[src/logic/pec_pkg.sv]
// Constants and carrier types for the per-element performance counters
package pec_pkg;

	// Counter structure
	localparam int PEC_NUM_CTR = 6;
	localparam int PEC_CTR_W   = 32;
	localparam int PEC_CYC_W   = 64;
	localparam int PEC_EVT_W   = 16;
	localparam int PEC_CYC_BIT = PEC_NUM_CTR;

	// Values after reset
	localparam logic [PEC_CTR_W-1:0] PEC_CTR_RST = 32'h00000000;
	localparam logic [PEC_CYC_W-1:0] PEC_CYC_RST = 64'h0000000000000000;

	// Feature and capability fields
	localparam logic [3:0] PEC_MT_FIELD_ABSENT  = 4'hF;
	localparam logic [3:0] PEC_MT_FIELD_PRESENT = 4'h1;
	localparam logic       PEC_SPU_PRESENT      = 1'h1;
	localparam logic [1:0] PEC_SPU_FLAG_HW      = 2'h1;
	localparam logic [1:0] PEC_SPU_FLAG_NONE    = 2'h0;

	// Event numbers
	localparam logic [15:0] EV_L1D_ACCESS   = 16'h0004;
	localparam logic [15:0] EV_INST_COMMIT  = 16'h0008;
	localparam logic [15:0] EV_CPU_CYCLES   = 16'h0011;
	localparam logic [15:0] EV_MEM_ACCESS   = 16'h0013;
	localparam logic [15:0] EV_L1I_ACCESS   = 16'h0014;
	localparam logic [15:0] EV_L2D_ACCESS   = 16'h0016;
	localparam logic [15:0] EV_INSN_SPEC    = 16'h001B;
	localparam logic [15:0] EV_STALL_FE     = 16'h0023;
	localparam logic [15:0] EV_STALL_BE     = 16'h0024;
	localparam logic [15:0] EV_DTLB1        = 16'h0025;
	localparam logic [15:0] EV_ITLB1        = 16'h0026;
	localparam logic [15:0] EV_L2I_ACCESS   = 16'h0027;
	localparam logic [15:0] EV_L3D_ACCESS   = 16'h002B;
	localparam logic [15:0] EV_DATA_WALK    = 16'h0034;
	localparam logic [15:0] EV_INSTR_WALK   = 16'h0035;
	localparam logic [15:0] EV_LL_RD        = 16'h0036;
	localparam logic [15:0] EV_LL_MISS_RD   = 16'h0037;
	localparam logic [15:0] EV_L1D_LMISS_RD = 16'h0039;
	localparam logic [15:0] EV_STALL        = 16'h003C;
	localparam logic [15:0] EV_L1D_RD       = 16'h0040;
	localparam logic [15:0] EV_L2D_RD       = 16'h0050;
	localparam logic [15:0] EV_MEM_RD       = 16'h0066;
	localparam logic [15:0] EV_L3D_RD       = 16'h00A0;
	localparam logic [15:0] EV_STALL_BE_MEM = 16'h4005;
	localparam logic [15:0] EV_L1I_LMISS    = 16'h4006;
	localparam logic [15:0] EV_L2D_LMISS_RD = 16'h4009;
	localparam logic [15:0] EV_L2I_LMISS    = 16'h400A;
	localparam logic [15:0] EV_L3D_LMISS_RD = 16'h400B;
	localparam logic [15:0] EV_DM_DTLB1     = 16'h8130;
	localparam logic [15:0] EV_DM_ITLB1     = 16'h8131;
	localparam logic [15:0] EV_DM_DATA_WALK = 16'h813C;
	localparam logic [15:0] EV_DM_INSTR_WALK = 16'h813D;
	localparam logic [15:0] EV_DM_L1D       = 16'h8140;
	localparam logic [15:0] EV_DM_L1I       = 16'h8141;
	localparam logic [15:0] EV_DM_L2D       = 16'h8148;
	localparam logic [15:0] EV_DM_L2I       = 16'h8149;
	localparam logic [15:0] EV_DM_L3D       = 16'h8150;

	// One-cycle event pulses from this element's pipeline and caches
	typedef struct packed {
		logic instructions_committed_event;
		logic instructions_speculated_event;
		logic l1d_access, mem_access, l1i_access;
		logic l2d_access, l2i_access, l3d_access;
		logic last_level_read_event, last_level_read_miss_event;
		logic l1d_lmiss_rd, l1d_rd, l2d_rd, mem_rd, l3d_rd;
		logic l1i_lmiss, l2d_lmiss_rd, l2i_lmiss, l3d_lmiss_rd;
		logic first_level_data_tlb_access_event;
		logic first_level_instr_tlb_access_event;
		logic data_table_walk_event, instr_table_walk_event;
		logic dm_dtlb1, dm_itlb1, dm_data_walk, dm_instr_walk;
		logic dm_l1d, dm_l1i, dm_l2d, dm_l2i, dm_l3d;
		logic stall, stall_fe, stall_be, stall_be_mem;
	} pec_events_t;

	// Control levels and pulses from the element's system registers
	typedef struct packed {
		logic                                       global_en;
		logic                                       cyc_en;
		logic [PEC_NUM_CTR-1:0]                     ctr_en;
		logic [PEC_NUM_CTR-1:0][PEC_EVT_W-1:0]      evt_sel;
		logic [PEC_NUM_CTR-1:0]                     counter_thread_select_bit;
		logic [PEC_NUM_CTR:0]                       irq_en;
		logic [PEC_NUM_CTR:0]                       ovf_clr;
		logic [PEC_NUM_CTR:0]                       cnt_zero;
	} pec_ctrl_t;

	// Complete state of the counter block
	typedef struct packed {
		logic [PEC_NUM_CTR-1:0][PEC_CTR_W-1:0] evt_cnt;
		logic [PEC_CYC_W-1:0]                  cyc_cnt;
		logic [PEC_NUM_CTR:0]                  ovf;
		logic                                  irq;
		logic [PEC_NUM_CTR-1:0]                mt_sel;
		logic [3:0]                            mt_field;
		logic [1:0]                            spu_field;
	} pec_state_t;

endpackage : pec_pkg

[src/logic/pec_counters.sv]
// Per-element performance counters with overflow interrupt
`timescale 1ns/1ps
// Summary of operation
// Element carries programmable event counters plus a cycle counter.
// Overflow drives the element's own private interrupt line, masked by irq_en.
// Six programmable event counters and one dedicated cycle counter.
// Local caches and last-level cache events countable; others optional.
// Instructions committed or speculated countable; committed preferred.
// No multithread counting: thread select reads zero, field reads 1111.
// With profiling, hardware flag management; flag field reads 01.
// Statistical profiling is optional but recommended.
// Event 0x0008 counts committed instructions, 0x0011 counts cycles.
// Events 0x0004, 0x0013 and 0x0014 are countable.
// Events 0x0016, 0x0027 and 0x002B are countable.
// Events 0x0036 and 0x0037 count last-level reads and misses.
// Read events 0x0040, 0x0050, 0x00A0 and 0x0066 are countable.
// Long-latency miss events 0x0039, 0x4006 and 0x4009 countable.
// Long-latency miss events 0x400A and 0x400B countable.
// Non-local numbered cache levels need no events.
// Counters count only this element's own events.
// TLB access and walk events 0x0025, 0x0026, 0x0034, 0x0035.
// Demand-only events 0x8130 through 0x8150 beside mixed events.
// Event 0x0011 counts every cycle, 0x003C undispatched cycles.
// Stall events 0x0023, 0x0024 and 0x4005 are countable.
// Counter increments on its selected event, flags overflow on wrap.
module pec_counters (
	input  wire logic                      ref_clk,
	input  wire logic                      sys_rst,
	input  wire pec_pkg::pec_events_t      events,
	input  wire pec_pkg::pec_ctrl_t        ctrl,
	output logic [pec_pkg::PEC_NUM_CTR-1:0][pec_pkg::PEC_CTR_W-1:0] evt_count,
	output logic [pec_pkg::PEC_CYC_W-1:0]  cycle_count,
	output logic [pec_pkg::PEC_NUM_CTR:0]  ovf_status,
	output logic                           per_core_private_interrupt,
	output logic [pec_pkg::PEC_NUM_CTR-1:0] thread_select_readback,
	output logic [3:0]                     multithread_count_feature_field,
	output logic [1:0]                     profiling_buffer_flag_mgmt_field
);

	pec_pkg::pec_state_t               s_q;
	pec_pkg::pec_state_t               s_d;
	logic [pec_pkg::PEC_NUM_CTR-1:0]   hit;
	logic [pec_pkg::PEC_NUM_CTR-1:0]   inc;
	logic                              cyc_inc;

	// Step a counter by en and return the new value with the carry out as its top bit
	function automatic logic [pec_pkg::PEC_CTR_W:0] pec_step(
		input logic [pec_pkg::PEC_CTR_W-1:0] val,
		input logic                          en
	);
		logic [pec_pkg::PEC_CTR_W:0] sum;
		sum = {1'b0, val} + {{pec_pkg::PEC_CTR_W{1'b0}}, en};
		return sum;
	endfunction : pec_step

	// Sticky flag update; a wrap in the clearing cycle wins
	function automatic logic pec_flag(
		input logic old_flag,
		input logic clr,
		input logic wrap
	);
		return (old_flag & ~clr) | wrap;
	endfunction : pec_flag

	// One event decoder per programmable counter
	for (genvar i = 0; i < pec_pkg::PEC_NUM_CTR; i++) begin : g_dec
		pec_event_decode u_dec (
			.evt_num (ctrl.evt_sel[i]),
			.events  (events),
			.hit     (hit[i])
		);
	end

	// Events come only from this element, so no attribution filter
	assign inc = hit & ctrl.ctr_en & {pec_pkg::PEC_NUM_CTR{ctrl.global_en}};
	assign cyc_inc = ctrl.global_en & ctrl.cyc_en;

	// Next state of counters, sticky flags and interrupt
	always_comb begin
		logic [pec_pkg::PEC_CTR_W:0] step;
		logic [pec_pkg::PEC_CYC_W:0] csum;
		step = '0;
		csum = '0;
		s_d = s_q;
		// Multithread counting is not built, so the select bits stay zero
		s_d.mt_field = pec_pkg::PEC_MT_FIELD_ABSENT;
		s_d.mt_sel   = '0;
		s_d.spu_field = pec_pkg::PEC_SPU_PRESENT ?
			pec_pkg::PEC_SPU_FLAG_HW : pec_pkg::PEC_SPU_FLAG_NONE;
		for (int i = 0; i < pec_pkg::PEC_NUM_CTR; i++) begin
			step = pec_step(s_q.evt_cnt[i], inc[i]);
			if (ctrl.cnt_zero[i]) begin
				s_d.evt_cnt[i] = pec_pkg::PEC_CTR_RST;
				step[pec_pkg::PEC_CTR_W] = 1'b0;
			end else begin
				s_d.evt_cnt[i] = step[pec_pkg::PEC_CTR_W-1:0];
			end
			// A wrap in the clearing cycle still sets the flag
			s_d.ovf[i] = pec_flag(s_q.ovf[i], ctrl.ovf_clr[i],
				step[pec_pkg::PEC_CTR_W]);
		end
		csum = {1'b0, s_q.cyc_cnt}
			+ {{pec_pkg::PEC_CYC_W{1'b0}}, cyc_inc};
		if (ctrl.cnt_zero[pec_pkg::PEC_CYC_BIT]) begin
			s_d.cyc_cnt = pec_pkg::PEC_CYC_RST;
			csum[pec_pkg::PEC_CYC_W] = 1'b0;
		end else begin
			s_d.cyc_cnt = csum[pec_pkg::PEC_CYC_W-1:0];
		end
		s_d.ovf[pec_pkg::PEC_CYC_BIT] = pec_flag(
			s_q.ovf[pec_pkg::PEC_CYC_BIT],
			ctrl.ovf_clr[pec_pkg::PEC_CYC_BIT],
			csum[pec_pkg::PEC_CYC_W]);
		// Line leaves straight from a flop, no gating downstream
		s_d.irq = |(s_d.ovf & ctrl.irq_en);
	end

	// State register
	always_ff @(posedge ref_clk) begin
		if (sys_rst) begin
			s_q           <= '0;
			s_q.mt_field  <= pec_pkg::PEC_MT_FIELD_ABSENT;
			s_q.spu_field <= pec_pkg::PEC_SPU_FLAG_HW;
		end else begin
			s_q <= s_d;
		end
	end

	// Outputs come straight from the state flops
	assign evt_count                        = s_q.evt_cnt;
	assign cycle_count                      = s_q.cyc_cnt;
	assign ovf_status                       = s_q.ovf;
	assign per_core_private_interrupt       = s_q.irq;
	assign thread_select_readback           = s_q.mt_sel;
	assign multithread_count_feature_field  = s_q.mt_field;
	assign profiling_buffer_flag_mgmt_field = s_q.spu_field;

	// Per-counter zeroing, idling and sticky flags
	for (genvar g = 0; g < pec_pkg::PEC_NUM_CTR; g++) begin : g_chk

	end
endmodule : pec_counters

[src/logic/pec_event_decode.sv]
// Event number decoder: selects one event pulse for one counter
`timescale 1ns/1ps
module pec_event_decode (
	input  wire logic [15:0]         evt_num,
	input  wire pec_pkg::pec_events_t events,
	output logic                     hit
);

	// Unknown event numbers never count
	always_comb begin
		case (evt_num)
			pec_pkg::EV_INST_COMMIT:  hit = events.instructions_committed_event;
			pec_pkg::EV_INSN_SPEC:
				hit = events.instructions_speculated_event;
			pec_pkg::EV_CPU_CYCLES:   hit = 1'b1;
			pec_pkg::EV_L1D_ACCESS:   hit = events.l1d_access;
			pec_pkg::EV_MEM_ACCESS:   hit = events.mem_access;
			pec_pkg::EV_L1I_ACCESS:   hit = events.l1i_access;
			pec_pkg::EV_L2D_ACCESS:   hit = events.l2d_access;
			pec_pkg::EV_L2I_ACCESS:   hit = events.l2i_access;
			pec_pkg::EV_L3D_ACCESS:   hit = events.l3d_access;
			pec_pkg::EV_LL_RD:
				hit = events.last_level_read_event;
			pec_pkg::EV_LL_MISS_RD:   hit = events.last_level_read_miss_event;
			pec_pkg::EV_L1D_LMISS_RD: hit = events.l1d_lmiss_rd;
			pec_pkg::EV_L1D_RD:       hit = events.l1d_rd;
			pec_pkg::EV_L2D_RD:       hit = events.l2d_rd;
			pec_pkg::EV_MEM_RD:       hit = events.mem_rd;
			pec_pkg::EV_L3D_RD:       hit = events.l3d_rd;
			pec_pkg::EV_L1I_LMISS:    hit = events.l1i_lmiss;
			pec_pkg::EV_L2D_LMISS_RD: hit = events.l2d_lmiss_rd;
			pec_pkg::EV_L2I_LMISS:    hit = events.l2i_lmiss;
			pec_pkg::EV_L3D_LMISS_RD: hit = events.l3d_lmiss_rd;
			pec_pkg::EV_DTLB1:
				hit = events.first_level_data_tlb_access_event;
			pec_pkg::EV_ITLB1:
				hit = events.first_level_instr_tlb_access_event;
			pec_pkg::EV_DATA_WALK:    hit = events.data_table_walk_event;
			pec_pkg::EV_INSTR_WALK:   hit = events.instr_table_walk_event;
			pec_pkg::EV_DM_DTLB1:     hit = events.dm_dtlb1;
			pec_pkg::EV_DM_ITLB1:     hit = events.dm_itlb1;
			pec_pkg::EV_DM_DATA_WALK: hit = events.dm_data_walk;
			pec_pkg::EV_DM_INSTR_WALK: hit = events.dm_instr_walk;
			pec_pkg::EV_DM_L1D:       hit = events.dm_l1d;
			pec_pkg::EV_DM_L1I:       hit = events.dm_l1i;
			pec_pkg::EV_DM_L2D:       hit = events.dm_l2d;
			pec_pkg::EV_DM_L2I:       hit = events.dm_l2i;
			pec_pkg::EV_DM_L3D:       hit = events.dm_l3d;
			pec_pkg::EV_STALL:        hit = events.stall;
			pec_pkg::EV_STALL_FE:     hit = events.stall_fe;
			pec_pkg::EV_STALL_BE:     hit = events.stall_be;
			pec_pkg::EV_STALL_BE_MEM: hit = events.stall_be_mem;
			// Non-local cache levels have no numbers of their own
			default:                  hit = 1'b0;
		endcase
	end

endmodule : pec_event_decode

[config.mk]
export PLATFORM = sky130hd
export DESIGN_NAME = pec_counters
export DESIGN_NICKNAME = d
export VERILOG_FILES = /design/src/logic/pec_pkg.sv /design/src/logic/pec_counters.sv /design/src/logic/pec_event_decode.sv
export SDC_FILE = /design/constraint.sdc
export NUM_CORES = 1
export LEC_CHECK = 0
export BUFFER_PORTS_ARGS = -buffer_cell sky130_fd_sc_hd__buf_2
export CAP_MARGIN = 20
export CORE_MARGIN = 3
export CORE_UTILIZATION = 36
export CTS_BUF_LIST = sky130_fd_sc_hd__clkbuf_4
export DETAILED_ROUTE_END_ITERATION = 6
export SYNTH_ARGS = -nofsm -noshare
export SYNTH_HDL_FRONTEND = slang
export SYNTH_SLANG_ARGS = --single-unit
[constraint.sdc]
create_clock -name ref_clk -period 4.3 [get_ports ref_clk]
set_clock_uncertainty 0.2 [all_clocks]
set_input_delay 0.645 -clock ref_clk [delete_from_list [all_inputs] [get_ports ref_clk]]
set_output_delay 0.645 -clock ref_clk [all_outputs]
set_load 0.01 [all_outputs]
==> impl_metrics.toml <==
[status]
outcome = "completed"

[floorplanning]
fp-row-count = 73
die_y_um = 208
start_util_pct = 36.8
ios = 445
core_mm2 = 0.0401
die_area_mm2 = 0.0434
dieWidth_um = 208

[routing]
first_pass_iters = 7
ant_nets = 0
wl_um = 54900
vias = 16100
drt-wirelength-per-cell_um = 18.0
drt_iter0_markers = 1302
drc = 0
avgViaCountPerCell = 5.29

[yosys]
synth-edff-count = 0
synth_area_leader_cell = "dfxtp_1"
synthXorXnorAreaFrac_pct = 13.0
synth.distinct_cells = 81
ys_ff_latch = 264
syn_area_per_cell_um2 = 7.94
synthCells = 1856
synth-warning-count = 0
synth-simple-area-share_pct = 33.7
synth-async-reset-ratio_pct = 0
synthFlopType = "dfxtp_1"
synth_compound_area_share_pct = 10.6
synthAdderAreaFrac_pct = 1.19
synthMuxAreaShare_pct = 2.22
seq_area_frac_synth_pct = 35.9
synth_common_cells = "317 x nor2_1, 264 x dfxtp_1, 156 x xor2_1, 139 x nand2_1, 122 x nand3_1"
synth_top_area_share_pct = 35.9
synth_most_common_cell = "nor2_1"
synth_area_leaders = "dfxtp_1 36%, xor2_1 9.3%, nor2_1 8.1%"
syn-cell-area_mm2 = 0.0147
synth_top_family_by_area = "simple AND/OR/NAND/NOR gates"

[cts]
insertion_delay_ns = 0.76
tritoncts = "done"
clockBufferDepth = 3
htreeDepth = 3
cts_sinks = 264
cts_root_buf = "clkbuf_4"
cts_inserted_buffers = 78
path_clk_slew_ns = 0.06

[place]
dpl.hpwl_um = 42200
portBuffers = 426
place_area_mm2 = 0.0185
gp_congestion = 0.963

[sta]
final-setup-viol-count = 0
max_freq_mhz = 247
min_period_ns = 4.05
slew_violations = 0
final-hold-violation-count = 0
worstMarginPinSlew_ns = 0.940
relSlewSlack_pct = 37.3
rsz0062_at_grt = "no"
finalCritPeriodShare_pct = 94.1

[power]
p_leak_nw = 8.31
peakVddDrop_v = 0.000207
p_per_area_mw_per_mm2 = 273

[layout]
multi_input_area_mm2 = 0.00913
seqCellArea_mm2 = 0.00529
n_fill_cell = 3997
final_util_pct = 49.1
design_area_mm2 = 0.0197
layout-drive-gt1-share_pct = 30.8
finalNetCount = 2643
syn_to_final_growth_pct = 33.6

[grt]
grt_max_degree = 50
grt_pass1_vias = 15400
track_usage_pct = 24.1
grt.overflow.total = 0
grt_pass1_wl_um = 84600
grt_antenna_before_repair = 11

[worst_setup_path]
path_class = "in2reg"
crit_fanout = 3
crit_required_ns = 4.76
critPathArrivalTime_ns = 4.51
crit_path_end_kind = "register"
start_kind = "input port"

[run]
max_cap_violations = 0

[worst_hold_path]
min_path_type = "in2reg"
[per-layer routing]
layer	track usage (%)	part of all wire [%]	vias to the layer above
li1	-	-	7849
met1	29.7	42	7523
met2	38.4	45	626
met3	8.28	9.2	137
met4	10.3	3.4	6
met5	0	0.082	-
[worst max-delay path: stages]
cell      delay, ns
buf_2          0.11
nor4_4         0.28
buf_4          0.17
nand3_4        0.08
nor3_4         0.22
a32oi_1        0.12
o31ai_1        0.26
nor4_1         0.09
a311oi_1       0.34
buf_4          0.20
ha_4           0.15
ha_4           0.14
nand3_2        0.08
or4_4          0.53
or3_4          0.40
or4_1          0.42
o211ai_2       0.08
nor2_2         0.06
a41oi_2        0.11
[state kept, by name, indices dropped and copies added, names as in the netlist]
name	flops
evt_count	192
cycle_count	64
ovf_status	7
per_core_private_interrupt	1
[timing repair]
| item | CTS | global route |
|---|---|---|
| endpoints found under the setup margin | 0 | 1 |
| hold buffers | 13 | 0 |
| hold endpoints to repair | 8 | 0 |
| gates resized for setup | 0 | 10 |
| setup buffers | 0 | 2 |
[cell type report]
type,instances,area share [%]
Multi-Input combinational cell,1478,46.3
Sequential cell,264,26.8
Timing Repair Buffer,599,17.6
Clock buffer,121,4.61
Tap cell,525,3.33
Inverter,39,0.743
Clock inverter,15,0.426
Antenna cell,8,0.102
[layout by cell type (no fill, tap or decap), drive strengths merged, types with 24 or more instances in the layout]
cell    count
buf       587
a21oi      57
nand4      84
nor2      318
nor2b      49
nand2     140
dfxtp     264
or3        33
xor2      156
inv        41
o21ai      51
xnor2      62
nor3       41
nand3     124
nor4       24
clkbuf    121
and3       50
[worst paths after layout]
path / start / endpoint / slack, ns / cells after the start
worst max register to register: cycle_count[5] / ovf_status[6] / 1.28 / 7
worst min register to register: ovf_status[4] / ovf_status[4] / 0.28 / 2
worst max-delay path: ctrl[40] / per_core_private_interrupt / 0.25 / 19
worst min-delay path: ctrl[0] / ovf_status[0] / 0.1 / 4
[cells by family after synthesis]
logic type	Yosys count
other	2
buffers and inverters	124
AOI/OAI and AO/OA	229
adders and majority gates	14
and+or+nand+nor	975
xor gates and xnor gates	218
muxes	30
DFF	264
[metrics by stage]
stage / setup WS (ns) / hold slack, ns / cells / TNS, ns / power (mW)
6_report: 0.253 / 0.0960 / 3049 / 0 / 5.37
3_5_place_dp: -0.494 / 0.270 / 2891 / -12.36 / 3.00
4_1_cts: 0.0441 / 0.0404 / 3040 / 0 / 5.46
3_3_place_gp: -0.434 / 0.265 / 2891 / -10.71 / 3.00
5_1_grt: 0.0388 / 0.0634 / 3048 / 0 / 5.64
2_1_floorplan: -0.00124 / 0.288 / 1866 / -0.00124 / 2.73
[report_power, final]
group / total (mW) / internal, mW / switching [mW]
clock network: 2.41 / 1.33 / 1.08
registers: 2.45 / 2.45 / 0.000245
logic: 0.520 / 0.208 / 0.312
total: 5.37 / 3.98 / 1.39
Power figures use the tool's default switching activity.
